`src/uaf_defs.svh`:
```
// Offsets, field positions, reset values and counts of the autoflow host port
`ifndef UAF_DEFS_SVH
`define UAF_DEFS_SVH

// ==========================================================================
// Register offsets on the register-select lines
`define UAF_OFF_DATA     3'h0
`define UAF_OFF_IER      3'h1
`define UAF_OFF_FCR      3'h2
`define UAF_OFF_LCR      3'h3
`define UAF_OFF_MODEM    3'h4
`define UAF_OFF_LSR      3'h5
`define UAF_OFF_MSR      3'h6

// ==========================================================================
// Field positions
`define UAF_MODEM_RTS    1
`define UAF_AUTOFLOW     5
`define UAF_LCR_DLAB     7
`define UAF_IER_MS       3
`define UAF_FCR_EN       0
`define UAF_FCR_RXCLR    1
`define UAF_FCR_TRIG_LO  6
`define UAF_FCR_TRIG_HI  7
`define UAF_MSR_DCTS     0
`define UAF_MSR_DDCD     3
`define UAF_MSR_CTS      4
`define UAF_MSR_DCD      7
`define UAF_LSR_DR       0
`define UAF_LSR_OE       1
`define UAF_LSR_THRE     5

// ==========================================================================
// Reset values and counts
`define UAF_RST_BYTE     8'h00
`define UAF_RST_DIV      16'h0000
`define UAF_RST_IER      4'h0
`define UAF_RXQ_FULL     5'h10
`define UAF_RXQ_LAST     5'h0f
`define UAF_TRIG_14      2'h3

`endif

```
`src/uaf_pkg.sv`:
```
// Types shared by the autoflow host port and its transmit buffer
package uaf_pkg;

    // ======================================================================
    // Host select group, as seen on the pins or as held by the strobe latch
    typedef struct packed {
        logic       high_a;
        logic       high_b;
        logic       low_n;
        logic [2:0] sel;
    } uaf_sel_t;

    // ======================================================================
    // Host access sequencer
    typedef enum logic [2:0] {
        HS_IDLE  = 3'b001,
        HS_READ  = 3'b010,
        HS_WRITE = 3'b100
    } uaf_hs_t;

    // ======================================================================
    // State of the two-entry buffer
    typedef struct packed {
        logic [1:0][7:0] mem;
        logic            wp;
        logic            rp;
        logic [1:0]      cnt;
    } uaf_buf_st_t;

    // ======================================================================
    // State of the host port
    typedef struct packed {
        uaf_hs_t          hs;
        uaf_sel_t         sel_latch;
        logic [7:0]       modem_control_reg;
        logic [3:0]       ier;
        logic [7:0]       lcr;
        logic [1:0]       trig;
        logic             fifo_en;
        logic [15:0]      div;
        logic [15:0]      brg_cnt;
        logic             brg_out;
        logic [15:0][7:0] rxq;
        logic [3:0]       wp;
        logic [3:0]       rp;
        logic [4:0]       cnt;
        logic             overrun;
        logic             rts_hold;
        logic             rts_n;
        logic             cts_q;
        logic             dcd_q;
        logic             d_cts;
        logic             d_dcd;
        logic             irq;
        logic [7:0]       dout;
        logic             oe_n;
        logic             tx_start;
        logic [7:0]       tx_data;
    } uaf_state_t;

endpackage
```
`src/uaf_host_port.sv`:
```
// Host-side port of the serial element: bus decode, autoflow, modem status, rate clock
// ==========================================================================
// What this block does
// Auto-RTS runs only when FIFO enable, the autoflow bit and the RTS bit of modem control are set; auto-CTS needs FIFO enable and the autoflow bit.
// With FIFO enable and autoflow set and the RTS bit clear, only CTS gating is on and RTS is not driven by the queue.
// In auto-CTS mode a CTS release lets the byte in progress finish and holds back the next one.
// In auto-CTS mode, CTS going low again lets queued transmit data flow once more.
// Receive trigger thresholds of 1, 4, 8 and 14 bytes are offered and steer auto-RTS.
// For 1, 4 or 8 RTS drops when the queue reaches the threshold and returns once it is read empty.
// For 14 RTS drops at the first data bit of the sixteenth character; that character fills the queue.
// For 14 RTS returns with one free slot and no character arriving, or with more than one free slot.
// With the queue full under threshold 14, the first receive read brings RTS back.
// The three register-select lines choose the register of every read or write.
// Selects pass straight through while the address strobe is low and are held from its rising edge.
// A 16x rate clock of reference over divisor is driven out for the receiver to use if wanted; with divisor 1 the output stays low.
// Accesses count only with both high selects high and the low select low.
// CTS level shows in modem status bit 4 and bit 0 flags a change since the last status read.
// A CTS change interrupts only with modem interrupts enabled and auto-CTS off.
// Carrier level shows in bit 7, bit 3 flags its change, and a change interrupts when enabled.
// The 8-bit data bus is driven only during host reads.
`include "uaf_defs.svh"

module uaf_host_port
    import uaf_pkg::*;
(
    // Clock and reset
    input  wire logic       i_clk,
    input  wire logic       i_rst_n,
    // Host bus
    input  wire logic       i_reg_sel_0,
    input  wire logic       i_reg_sel_1,
    input  wire logic       i_reg_sel_2,
    input  wire logic       i_select_high_a,
    input  wire logic       i_select_high_b,
    input  wire logic       i_select_low_n,
    input  wire logic       i_address_strobe_n,
    input  wire logic       i_read_n,
    input  wire logic       i_write_n,
    input  wire logic [7:0] i_host_bus,
    output logic [7:0]      o_host_bus,
    output logic            o_host_bus_oe_n,
    // Receiver side
    input  wire logic       i_rx_valid,
    input  wire logic [7:0] i_rx_data,
    input  wire logic       i_rx_first_bit,
    input  wire logic       i_rx_busy,
    // Transmitter side
    output logic            o_tx_start,
    output logic [7:0]      o_tx_data,
    input  wire logic       i_tx_idle,
    // Modem lines
    input  wire logic       i_cts_n,
    input  wire logic       i_dcd_n,
    output logic            o_rts_n,
    output logic            o_irq,
    output logic            o_tx_rate_clock_out
);

    // ======================================================================
    // Declarations
    uaf_state_t s;
    uaf_state_t n;
    uaf_sel_t   sel_live;
    uaf_sel_t   cur_sel;
    logic       sel_ok;
    logic       dlab;
    logic       take_rd;
    logic       take_wr;
    logic       pop;
    logic       push;
    logic       auto_cts;
    logic       auto_rts;
    logic       set14;
    logic       rel14;
    logic [7:0] rd_mux;
    logic       buf_in_valid;
    logic       buf_in_ready;
    logic       buf_out_valid;
    logic [7:0] buf_out_data;
    logic       tx_load;

    function automatic logic [4:0] trig_level(input logic [1:0] code);
        unique case (code)
            2'h0:    trig_level = 5'h01;
            2'h1:    trig_level = 5'h04;
            2'h2:    trig_level = 5'h08;
            default: trig_level = 5'h0e;
        endcase
    endfunction

    // ======================================================================
    // Transmit data buffer; a refused write shows as a cleared room bit
    uaf_pair_buf uaf_pair_buf_i (
        .i_clk       (i_clk),
        .i_rst_n     (i_rst_n),
        .i_in_valid  (buf_in_valid),
        .i_in_data   (i_host_bus),
        .o_in_ready  (buf_in_ready),
        .o_out_valid (buf_out_valid),
        .o_out_data  (buf_out_data),
        .i_out_ready (tx_load)
    );

    // ======================================================================
    // Next-state logic
    always_comb
    begin
        n        = s;
        sel_live = '{high_a: i_select_high_a, high_b: i_select_high_b, low_n: i_select_low_n,
                     sel: {i_reg_sel_2, i_reg_sel_1, i_reg_sel_0}};
        cur_sel  = i_address_strobe_n ? s.sel_latch : sel_live;
        if (!i_address_strobe_n)
        begin
            n.sel_latch = sel_live;
        end
        sel_ok   = cur_sel.high_a && cur_sel.high_b && !cur_sel.low_n;
        dlab     = s.lcr[`UAF_LCR_DLAB];
        take_rd  = (s.hs == HS_IDLE) && sel_ok && !i_read_n;
        take_wr  = (s.hs == HS_IDLE) && sel_ok && i_read_n && !i_write_n;
        auto_cts = s.fifo_en && s.modem_control_reg[`UAF_AUTOFLOW];
        auto_rts = auto_cts && s.modem_control_reg[`UAF_MODEM_RTS];

        // Host access sequencer: one register action per read or write pulse
        unique case (s.hs)
            HS_IDLE:  n.hs = take_rd ? HS_READ : (take_wr ? HS_WRITE : HS_IDLE);
            HS_READ:  n.hs = i_read_n ? HS_IDLE : HS_READ;
            HS_WRITE: n.hs = i_write_n ? HS_IDLE : HS_WRITE;
            default:  n.hs = HS_IDLE;
        endcase

        // Read data selection
        rd_mux = 8'h00;
        unique case (cur_sel.sel)
            `UAF_OFF_DATA: rd_mux = dlab ? s.div[7:0] : s.rxq[s.rp];
            `UAF_OFF_IER:  rd_mux = dlab ? s.div[15:8] : {4'h0, s.ier};
            `UAF_OFF_LCR:  rd_mux = s.lcr;
            `UAF_OFF_MODEM: rd_mux = s.modem_control_reg;
            `UAF_OFF_LSR:  rd_mux = {2'h0, buf_in_ready, 3'h0, s.overrun, (s.cnt != 5'h00)};
            `UAF_OFF_MSR:  rd_mux = {~i_dcd_n, 2'h0, ~i_cts_n, s.d_dcd, 2'h0, s.d_cts};
            default:       rd_mux = 8'h00;
        endcase
        if (take_rd)
        begin
            n.dout = rd_mux;
        end
        n.oe_n = !(sel_ok && !i_read_n);

        // Receive queue
        pop  = take_rd && (cur_sel.sel == `UAF_OFF_DATA) && !dlab && (s.cnt != 5'h00);
        push = i_rx_valid && ((s.cnt != `UAF_RXQ_FULL) || pop);
        if (take_rd && (cur_sel.sel == `UAF_OFF_LSR))
        begin
            n.overrun = 1'b0;
        end
        if (i_rx_valid && !push)
        begin
            n.overrun = 1'b1;
        end
        if (push)
        begin
            n.rxq[s.wp] = i_rx_data;
            n.wp        = s.wp + 4'h1;
        end
        if (pop)
        begin
            n.rp = s.rp + 4'h1;
        end
        n.cnt = s.cnt + {4'h0, push} - {4'h0, pop};

        // Host writes
        buf_in_valid = take_wr && (cur_sel.sel == `UAF_OFF_DATA) && !dlab;
        if (take_wr)
        begin
            unique case (cur_sel.sel)
                `UAF_OFF_DATA: if (dlab) n.div[7:0] = i_host_bus;
                `UAF_OFF_IER:
                begin
                    if (dlab) n.div[15:8] = i_host_bus;
                    else      n.ier = i_host_bus[3:0];
                end
                `UAF_OFF_FCR:
                begin
                    n.fifo_en = i_host_bus[`UAF_FCR_EN];
                    n.trig    = i_host_bus[`UAF_FCR_TRIG_HI:`UAF_FCR_TRIG_LO];
                    if (i_host_bus[`UAF_FCR_RXCLR])
                    begin
                        n.wp  = 4'h0;
                        n.rp  = 4'h0;
                        n.cnt = 5'h00;
                    end
                end
                `UAF_OFF_LCR:  n.lcr = i_host_bus;
                `UAF_OFF_MODEM: n.modem_control_reg = i_host_bus;
                default:       n.lcr = s.lcr;
            endcase
        end

        // Auto-RTS hold; set wins over release at every threshold
        set14 = (i_rx_first_bit && (s.cnt == `UAF_RXQ_LAST)) ||
                ((s.cnt == `UAF_RXQ_FULL) && !pop);
        rel14 = (s.cnt < `UAF_RXQ_LAST) || ((s.cnt == `UAF_RXQ_LAST) && !i_rx_busy) ||
                ((s.cnt == `UAF_RXQ_FULL) && pop);
        if (!auto_rts)
        begin
            n.rts_hold = 1'b0;
        end
        else if (s.trig == `UAF_TRIG_14)
        begin
            n.rts_hold = set14 ? 1'b1 : (rel14 ? 1'b0 : s.rts_hold);
        end
        else
        begin
            n.rts_hold = (s.cnt >= trig_level(s.trig)) ? 1'b1 :
                         ((s.cnt == 5'h00) ? 1'b0 : s.rts_hold);
        end
        n.rts_n = auto_rts ? n.rts_hold : ~s.modem_control_reg[`UAF_MODEM_RTS];

        // Modem status deltas: a read clears, a change in the same cycle wins
        n.cts_q = i_cts_n;
        n.dcd_q = i_dcd_n;
        if (take_rd && (cur_sel.sel == `UAF_OFF_MSR))
        begin
            n.d_cts = 1'b0;
            n.d_dcd = 1'b0;
        end
        if (i_cts_n != s.cts_q)
        begin
            n.d_cts = 1'b1;
        end
        if (i_dcd_n != s.dcd_q)
        begin
            n.d_dcd = 1'b1;
        end
        n.irq = s.ier[`UAF_IER_MS] && ((s.d_cts && !auto_cts) || s.d_dcd);

        // Rate clock; divisor 1 cannot toggle from a flop at this clock and stays low
        if (s.div == `UAF_RST_DIV)
        begin
            n.brg_cnt = 16'h0000;
        end
        else
        begin
            n.brg_cnt = (s.brg_cnt >= s.div - 16'h0001) ? 16'h0000 : s.brg_cnt + 16'h0001;
        end
        n.brg_out = (n.brg_cnt < {1'b0, s.div[15:1]});

        // Transmit start; CTS is only looked at between bytes, so a byte under way completes
        tx_load    = i_tx_idle && !s.tx_start && buf_out_valid && (!auto_cts || !i_cts_n);
        n.tx_start = tx_load;
        if (tx_load)
        begin
            n.tx_data = buf_out_data;
        end
    end

    // ======================================================================
    // State register
    always_ff @(posedge i_clk or negedge i_rst_n)
    begin
        if (!i_rst_n)
        begin
            s         <= '0;
            s.hs      <= HS_IDLE;
            s.modem_control_reg <= `UAF_RST_BYTE;
            s.lcr     <= `UAF_RST_BYTE;
            s.ier     <= `UAF_RST_IER;
            s.div     <= `UAF_RST_DIV;
            s.rts_n   <= 1'b1;
            s.cts_q   <= 1'b1;
            s.dcd_q   <= 1'b1;
            s.oe_n    <= 1'b1;
        end
        else
        begin
            s <= n;
        end
    end

    assign o_host_bus          = s.dout;
    assign o_host_bus_oe_n     = s.oe_n;
    assign o_tx_start          = s.tx_start;
    assign o_tx_data           = s.tx_data;
    assign o_rts_n             = s.rts_n;
    assign o_irq               = s.irq;
    assign o_tx_rate_clock_out = s.brg_out;

    // ======================================================================
    // Checks
    a_rts_cts_only: assert property (@(posedge i_clk) disable iff (!i_rst_n)
        (s.modem_control_reg[`UAF_AUTOFLOW] && !s.modem_control_reg[`UAF_MODEM_RTS]) |=> o_rts_n)
        else $error("RTS driven active with its control bit clear");

    a_cts_gates_tx: assert property (@(posedge i_clk) disable iff (!i_rst_n)
        (o_tx_start && $past(s.fifo_en && s.modem_control_reg[`UAF_AUTOFLOW])) |-> $past(!i_cts_n))
        else $error("byte started while CTS was released");

    a_cts_resume: assert property (@(posedge i_clk) disable iff (!i_rst_n)
        (auto_cts && !i_cts_n && i_tx_idle && buf_out_valid && !s.tx_start) |=> o_tx_start)
        else $error("queued byte not started after CTS returned");

    a_trig_stop: assert property (@(posedge i_clk) disable iff (!i_rst_n)
        (auto_rts && s.trig != `UAF_TRIG_14 && s.cnt >= trig_level(s.trig)) |=> o_rts_n)
        else $error("RTS still active at the trigger level");

    a_empty_go: assert property (@(posedge i_clk) disable iff (!i_rst_n)
        (auto_rts && s.trig != `UAF_TRIG_14 && s.cnt == 5'h00) |=> !o_rts_n)
        else $error("RTS not back with the queue empty");

    a_stop_sixteenth: assert property (@(posedge i_clk) disable iff (!i_rst_n)
        (auto_rts && s.trig == `UAF_TRIG_14 && i_rx_first_bit && s.cnt == 5'h0f) |=> o_rts_n)
        else $error("RTS not dropped at the sixteenth character");

    a_room_go: assert property (@(posedge i_clk) disable iff (!i_rst_n)
        (auto_rts && s.trig == `UAF_TRIG_14 && s.cnt < 5'h0f) |=> !o_rts_n)
        else $error("RTS held with more than one free slot");

    a_full_read_go: assert property (@(posedge i_clk) disable iff (!i_rst_n)
        (auto_rts && s.trig == `UAF_TRIG_14 && s.cnt == 5'h10 && pop) |=> !o_rts_n)
        else $error("RTS not back after a read of the full queue");

    a_strobe_hold: assert property (@(posedge i_clk) disable iff (!i_rst_n)
        (i_address_strobe_n && $past(i_address_strobe_n)) |-> (s.sel_latch == $past(s.sel_latch)))
        else $error("latched selects moved while the strobe was high");

    a_bus_float: assert property (@(posedge i_clk) disable iff (!i_rst_n)
        !(sel_ok && !i_read_n) |=> o_host_bus_oe_n)
        else $error("data bus driven outside a selected read");

    a_cts_delta: assert property (@(posedge i_clk) disable iff (!i_rst_n)
        (i_cts_n != s.cts_q) |=> s.d_cts)
        else $error("CTS change not flagged");

    a_no_cts_irq: assert property (@(posedge i_clk) disable iff (!i_rst_n)
        (auto_cts && !s.d_dcd) |=> !o_irq)
        else $error("CTS change interrupted in auto-CTS mode");

    a_dcd_irq: assert property (@(posedge i_clk) disable iff (!i_rst_n)
        (s.d_dcd && s.ier[`UAF_IER_MS]) |=> o_irq)
        else $error("carrier change did not interrupt");

endmodule // uaf_host_port

```
`src/uaf_pair_buf.sv`:
```
// Two-entry valid/ready buffer between host writes and the transmitter
`include "uaf_defs.svh"

module uaf_pair_buf
    import uaf_pkg::*;
(
    // Clock and reset
    input  wire logic       i_clk,
    input  wire logic       i_rst_n,
    // Filling side
    input  wire logic       i_in_valid,
    input  wire logic [7:0] i_in_data,
    output logic            o_in_ready,
    // Draining side
    output logic            o_out_valid,
    output logic [7:0]      o_out_data,
    input  wire logic       i_out_ready
);

    uaf_buf_st_t s_r;
    uaf_buf_st_t s_nxt;
    logic        push;
    logic        pop;

    assign o_in_ready  = (s_r.cnt != 2'h2);
    assign o_out_valid = (s_r.cnt != 2'h0);
    assign o_out_data  = s_r.mem[s_r.rp];

    always_comb
    begin
        s_nxt = s_r;
        push  = i_in_valid && o_in_ready;
        pop   = i_out_ready && o_out_valid;
        if (push)
        begin
            s_nxt.mem[s_r.wp] = i_in_data;
            s_nxt.wp          = ~s_r.wp;
        end
        if (pop)
        begin
            s_nxt.rp = ~s_r.rp;
        end
        s_nxt.cnt = s_r.cnt + {1'b0, push} - {1'b0, pop};
    end

    always_ff @(posedge i_clk or negedge i_rst_n)
    begin
        if (!i_rst_n)
        begin
            s_r <= '0;
        end
        else
        begin
            s_r <= s_nxt;
        end
    end

    a_buf_no_over: assert property (@(posedge i_clk) disable iff (!i_rst_n)
        (s_r.cnt == 2'h2 && !pop) |=> (s_r.cnt == 2'h2))
        else $error("buffer count left full without a pop");

endmodule // uaf_pair_buf

```
`config.mk`:
```
export PLATFORM = sky130hd
export DESIGN_NAME = uaf_host_port
export DESIGN_NICKNAME = d
export VERILOG_FILES = /design/src/uaf_pkg.sv /design/src/uaf_host_port.sv /design/src/uaf_pair_buf.sv
export VERILOG_INCLUDE_DIRS = /design/src
export SDC_FILE = /design/constraint.sdc
export NUM_CORES = 1
export LEC_CHECK = 0
export BUFFER_PORTS_ARGS = -buffer_cell sky130_fd_sc_hd__buf_2
export CAP_MARGIN = 0
export CELL_PAD_IN_SITES_DETAIL_PLACEMENT = 1
export CELL_PAD_IN_SITES_GLOBAL_PLACEMENT = 2
export CORE_UTILIZATION = 35
export CTS_CLUSTER_DIAMETER = 40
export CTS_CLUSTER_SIZE = 16
export DETAILED_ROUTE_END_ITERATION = 10
export HOLD_SLACK_MARGIN = 0.05
export PLACE_DENSITY = 0.65
export SYNTH_ARGS = -nofsm -noshare
export SYNTH_HDL_FRONTEND = slang
export SYNTH_SLANG_ARGS = --single-unit
```
`constraint.sdc`:
```
create_clock -name i_clk -period 6.7 [get_ports i_clk]
set_input_delay 2.01 -clock i_clk [delete_from_list [all_inputs] [get_ports i_clk]]
set_output_delay 2.01 -clock i_clk [all_outputs]
set_load 0.1 [all_outputs]
```
[After elaboration in Yosys (flattened, before gate mapping)]
Index checks and enable logic that the tools add are counted.
Storage, ports and cells
  register bits after elaboration: 252
  input port bits: 33
  output and inout bits: 21
  logic and storage cells: 196
Operators by class
  add/sub/neg operators: 8
  $lt $le $gt $ge: 10
  eq/ne operators: 18
  multiplexer cells: 41
  bitwise gates (word level): 6
  reduce and logical (&&, ||, !) cells: 63
Operators with widths (count)
  bitwise mux 128 bit: 1
  two-way mux 8 bit: 7
  case mux 8 bit (6 select lines): 1
  two-way mux 13 bit: 3
  binary-select mux 8 bit (select 4 bit): 1
  demux 8 bit (select 4 bit): 1
  two-way mux 16 bit: 2
  logical AND 1 bit: 31
  adder 16 x 1 -> 16 bit, second input constant: 1
  bitwise mux 16 bit: 1
  greater-or-equal comparator 16 bit: 1
  logical NOT 16 bit: 1
  less-than comparator 16 x 15 -> 1 bit: 1
  subtractor 16 x 1 -> 16 bit, second input constant: 1
  equality test 3 bit, second input constant: 4
  case mux 4 bit (3 select lines): 1
  logical NOT 1 bit: 11
  two-way mux 1 bit: 11
  less-than comparator 4 x 5 -> 1 bit, second input constant: 2
  two-way mux 5 bit: 2
  equality test 3 x 2 -> 1 bit, second input constant: 3
  two-way mux 3 bit: 3
  case mux 3 bit (3 select lines): 1
  AND reduction 3 bit: 3
  30 further kinds: 52

[Logic depth before layout (Yosys ltp)]
  word-level depth: 15
  depth in mapped cells: 20
  mapped depth without buffers: 19

[By module]
From an unflattened synthesis, not the netlist that was laid out.
Second synthesis, totals
  cell total of the unflattened synthesis: 1066
  area, all modules: 13050.0 um^2
By module, submodules not included
  uaf_host_port: instances 1, cells each 1005, area an instance 12070.3 um^2
  uaf_pair_buf: instances 1, cells each 61, area an instance 979.7 um^2

[Least setup slack after synthesis]
Ideal clock, no wire load.
  path type: register -> register
  start: register s[184] (netlist bit)
  end: register s (netlist bit o_tx_rate_clock_out)
  setup time: 0.099 ns
  data arrival time: 4.517 ns
  required time: 6.601 ns
  path slack: 2.084 ns
  cell stages (with the launch flop): 21
  path buffers: 1
  clock period less this slack: 4.616 ns
  cell sequence: dfrtp_1 > inv_1 > ha_1 > or4b_2 > nor4_1 > nand2_1 > nor4_1 > xnor2_1 > ha_1 > nand4_1 > nor3_1 > o2bb2ai_1 > a31o_2 > clkbuf_1 > nor3_1 > ha_1 > a21o_1 > a21o_1 > a221oi_1 > o221ai_1 > a311oi_1
RTL lines
  start, declared: RTL line uaf_host_port.sv:61  | uaf_state_t s;
  start signal, assigned: RTL line uaf_host_port.sv:275  | s <= n;

==> run_results.csv <==
group,metric,value,unit
outcome,outcome,"finished, final reports clean",
worst_setup_path,critPathKind,"flop to flop",
timing,setup_viol,0,
floorplanning,dieArea,37900,um2
cts,cts_resized,0,
finish,area_growth_syn_to_layout,17.3,%
worst_setup_path,endpoint_kind,"flop",
global_routing,grt_pass1_vias,9587,
synth,synth.area.top_cells,"dfrtp_1 48%, mux2_2 14%, mux4_2 5.6%, ha_1 5.0%, xnor2_1 2.1%",
cts,cts-buffers-inserted,46,
detailed_routing,drtIter0Drc,406,
cts,clockRootBuffer,"clkbuf_16",
synth,synth_top_cell_by_area,"dfrtp_1",
timing,worst_clock_skew,16.2,ps
timing,layout_setup_ws,1450,ps
timing,finalHoldViolations,0,
detailed_routing,vias,8703,
timing,fin_crit,5250,ps
power_and_ir_drop,peakVddDrop,258,uV
detailed_routing,antenna_left,0,
floorplanning,io_pins,54,
detailed_routing,via_per_inst,5.38,
place,pre_cts_ws,1430,ps
power_and_ir_drop,power.density,425,nW/um2
global_routing,grt_use_total,19.9,%
worst_setup_path,critical_path_required,7110,ps
worst_setup_path,rr_startpoint,"s[184]",
place,routabilityCongestion,0.799,
synth,synth_seq_cells,252,
worst_setup_path,cp-startpoint,"s[184]",
global_routing,grt_max_degree,125,
synth,synth_warnings,0,
power_and_ir_drop,p_leak,0.00675,uW
cts,path_clk_slew,50,ps
floorplanning,start_util,35.5,%
timing,maxSlewHeadroom,31.8,%
worst_setup_path,worstPathCellList,"inv_1, ha_1, or4b_2, nor4_1, nand2_1, nor4_1, xnor2_1, ha_1, nand4_1, nor3_1, o2bb2ai_1, a31o_2, nor3_1, ha_1, and4_1, nand4_1, a211o_1, o211ai_1, a311oi_1",
synth,async_flop_share,100,%
finish,multi_input_area,6180,um2
power_and_ir_drop,p_total,6460,uW
synth,netlist.area_leader.share,47.6,%
detailed_routing,firstDrtPassIters,4,
worst_setup_path,slowest_stage,"or4b_2",
cts,post_cts_buffers,0,
synth,synth_fp_nets,1149,
detailed_routing,route.detailed.drc,0,
finish,drive_gt1_share,32.5,%
cts,clockBufferDepth,3,
place,place.port_buffers,53,
synth,ys_seq_area_share,48.6,%
detailed_routing,drt_wl_total,36100,um
cts,clkSinkCount,252,
worst_setup_path,cp_common_cell,"ha_1",
worst_setup_path,critPathMaxFanout,15,
timing,finalMaxSlewViolations,0,
timing,period_share,78.4,%
cts,cts_tree,"done",
timing,setup_tns,0,ps
finish,ff_latch_area,6310,um2
timing,hold_slack,442,ps
floorplanning,core-area,36500,um2
synth,avgSynthCellArea,12.2,um2
finish,antennaDiodeCount,0,
cts,h-tree-depth,2,
synth,synth_top_flop_cell,"dfrtp_1",
timing,clock.fmax,190,MHz
timing,rsz0062_at_grt,"false",
finish,nets,1200,
global_routing,grt_pass1_wl,58200,um
place,dp_hpwl,24800,um
floorplanning,fp.dieH,195,um
detailed_routing,wire_per_inst,22.3,um
worst_hold_path,min_path_type,"flop to flop",
cts,clk_latency,560,ps
floorplanning,placementRows,70,
global_routing,antenna_found_initial,1,
flow_run,maxCapViolCount,0,
worst_setup_path,cpPeakStageDelay,660,ps
synth,synth_area,13000,um2
synth,synth_cell_types,77,
worst_setup_path,start_kind,"flop",
synth,syn_inst,1063,
floorplanning,die_w,195,um
synth,synth_edf_count,0,
finish,fillCellCount,3833,
worst_setup_path,worst_ep_arrival_time,5660,ps
finish,final_util,41.7,%
worst_hold_path,min-delay-start,"s[216]",
timing,worst_pin_slew,1020,ps
cts,hold_buffers,0,
global_routing,grt-ovfl-total,0,
-- Yosys cell counts, types with 5 or more instances --
library cell and n:
mux2i_1 15, clkbuf_1 27, nor2b_1 12, xnor2_1 31, a21o_1 13, a31oi_1 8
dfstp_2 5, a211oi_1 7, and4_1 6, o211ai_1 11, nor4_1 7, buf_1 5
inv_1 48, nor3_1 35, nor3b_2 6, nand4_1 6, xor2_1 9, buf_4 16
nand3_1 31, o22ai_1 5, nor2_1 42, dfrtp_1 247, buf_2 8, a22oi_1 9
mux4_2 32, a21oi_1 30, o21ai_0 31, mux2_2 163, ha_1 52, nand2_1 63
-- critical path, delay by kind of cell, from the launching register on --
| family | cells | cell delay [ps] |
|---|---|---|
| buf+inv | 1 | 130 |
| flops | 1 | 390 |
| fa+ha+maj | 3 | 860 |
| compound gates | 5 | 1190 |
| xor+xnor | 1 | 120 |
| simple gates | 9 | 2410 |
-- cells by family (layout without fill, tap and decap cells) --
kind of cell	Yosys count	in the layout	share of synthesized area, %
muxes	211	211	21.0
adders and majority gates	53	53	5.17
and+or+nand+nor	247	247	10.8
xor gates and xnor gates	40	40	2.70
DFF	252	252	48.6
AOI/OAI and AO/OA	151	151	7.85
buffers and inverters	109	197	3.87
-- through the flow --
stage,instance area (um2),std cells
2_1_floorplan,13000,1063
3_3_place_gp,13600,1534
3_5_place_dp,13600,1534
4_1_cts,15200,1619
5_1_grt,15200,1619
6_report,15200,1619
-- report_power, final --
group / internal, uW / switching (uW) / leakage (uW)
logic: 742 / 968 / 0.00289
clock network: 1530 / 871 / 0.000757
registers: 2020 / 326 / 0.00311
-- metal layers --
layer  part of all wire, %  vias up  wire length [um]  track usage (%)
li1                      -     3994                 -                -
met1                    47     4519             16800             27.2
met2                    47      133             17100             32.6
met3                   3.8       57              1360             3.33
met4                   2.1        0               752             5.56
met5                     0        -                 0                0
-- sequential cells by signal, summed over array words and instances, names as in the netlist, 8 cells and up --
register,count
o_host_bus,8
s,210
uaf_pair_buf_i.s_r,20
o_tx_data,8
-- cells in the final DEF, fill, tap and decap left out, types with 8 or more instances in the layout --
cell / instances
o211ai_1: 11
ha_1: 52
clkinvlp_4: 10
a21oi_1: 30
mux2i_1: 15
nand3_1: 31
a22oi_1: 9
xnor2_1: 31
o21ai_0: 31
nor2_1: 42
mux2_2: 163
clkbuf_16: 46
inv_1: 48
mux4_2: 32
buf_2: 52
buf_4: 8
xor2_1: 9
nor3_1: 35
dfrtp_1: 246
a21o_1: 13
nor2b_1: 12
nand2_1: 63
-- area by class of cell --
type	instances	share of cell area [%]
Clock buffer	50	7.79
Clock inverter	35	2.72
Inverter	50	1.23
Multi-Input combinational cell	702	40.6
Sequential cell	252	41.5
Tap cell	468	3.85
Timing Repair Buffer	62	2.33
-- path summary, 6_finish.rpt --
path / endpoint / slack, ps / cells after the start
setup / recovery: o_tx_rate_clock_out / 1450 / 19
min in group asynchronous: s[55] / 1440 / 1
hold reg to reg: o_rts_n / 440 / 1
max in group asynchronous: s[168] / 4060 / 2
hold / removal: o_rts_n / 440 / 1
setup reg to reg: o_tx_rate_clock_out / 1450 / 19
(Power assumes the default switching activity.)
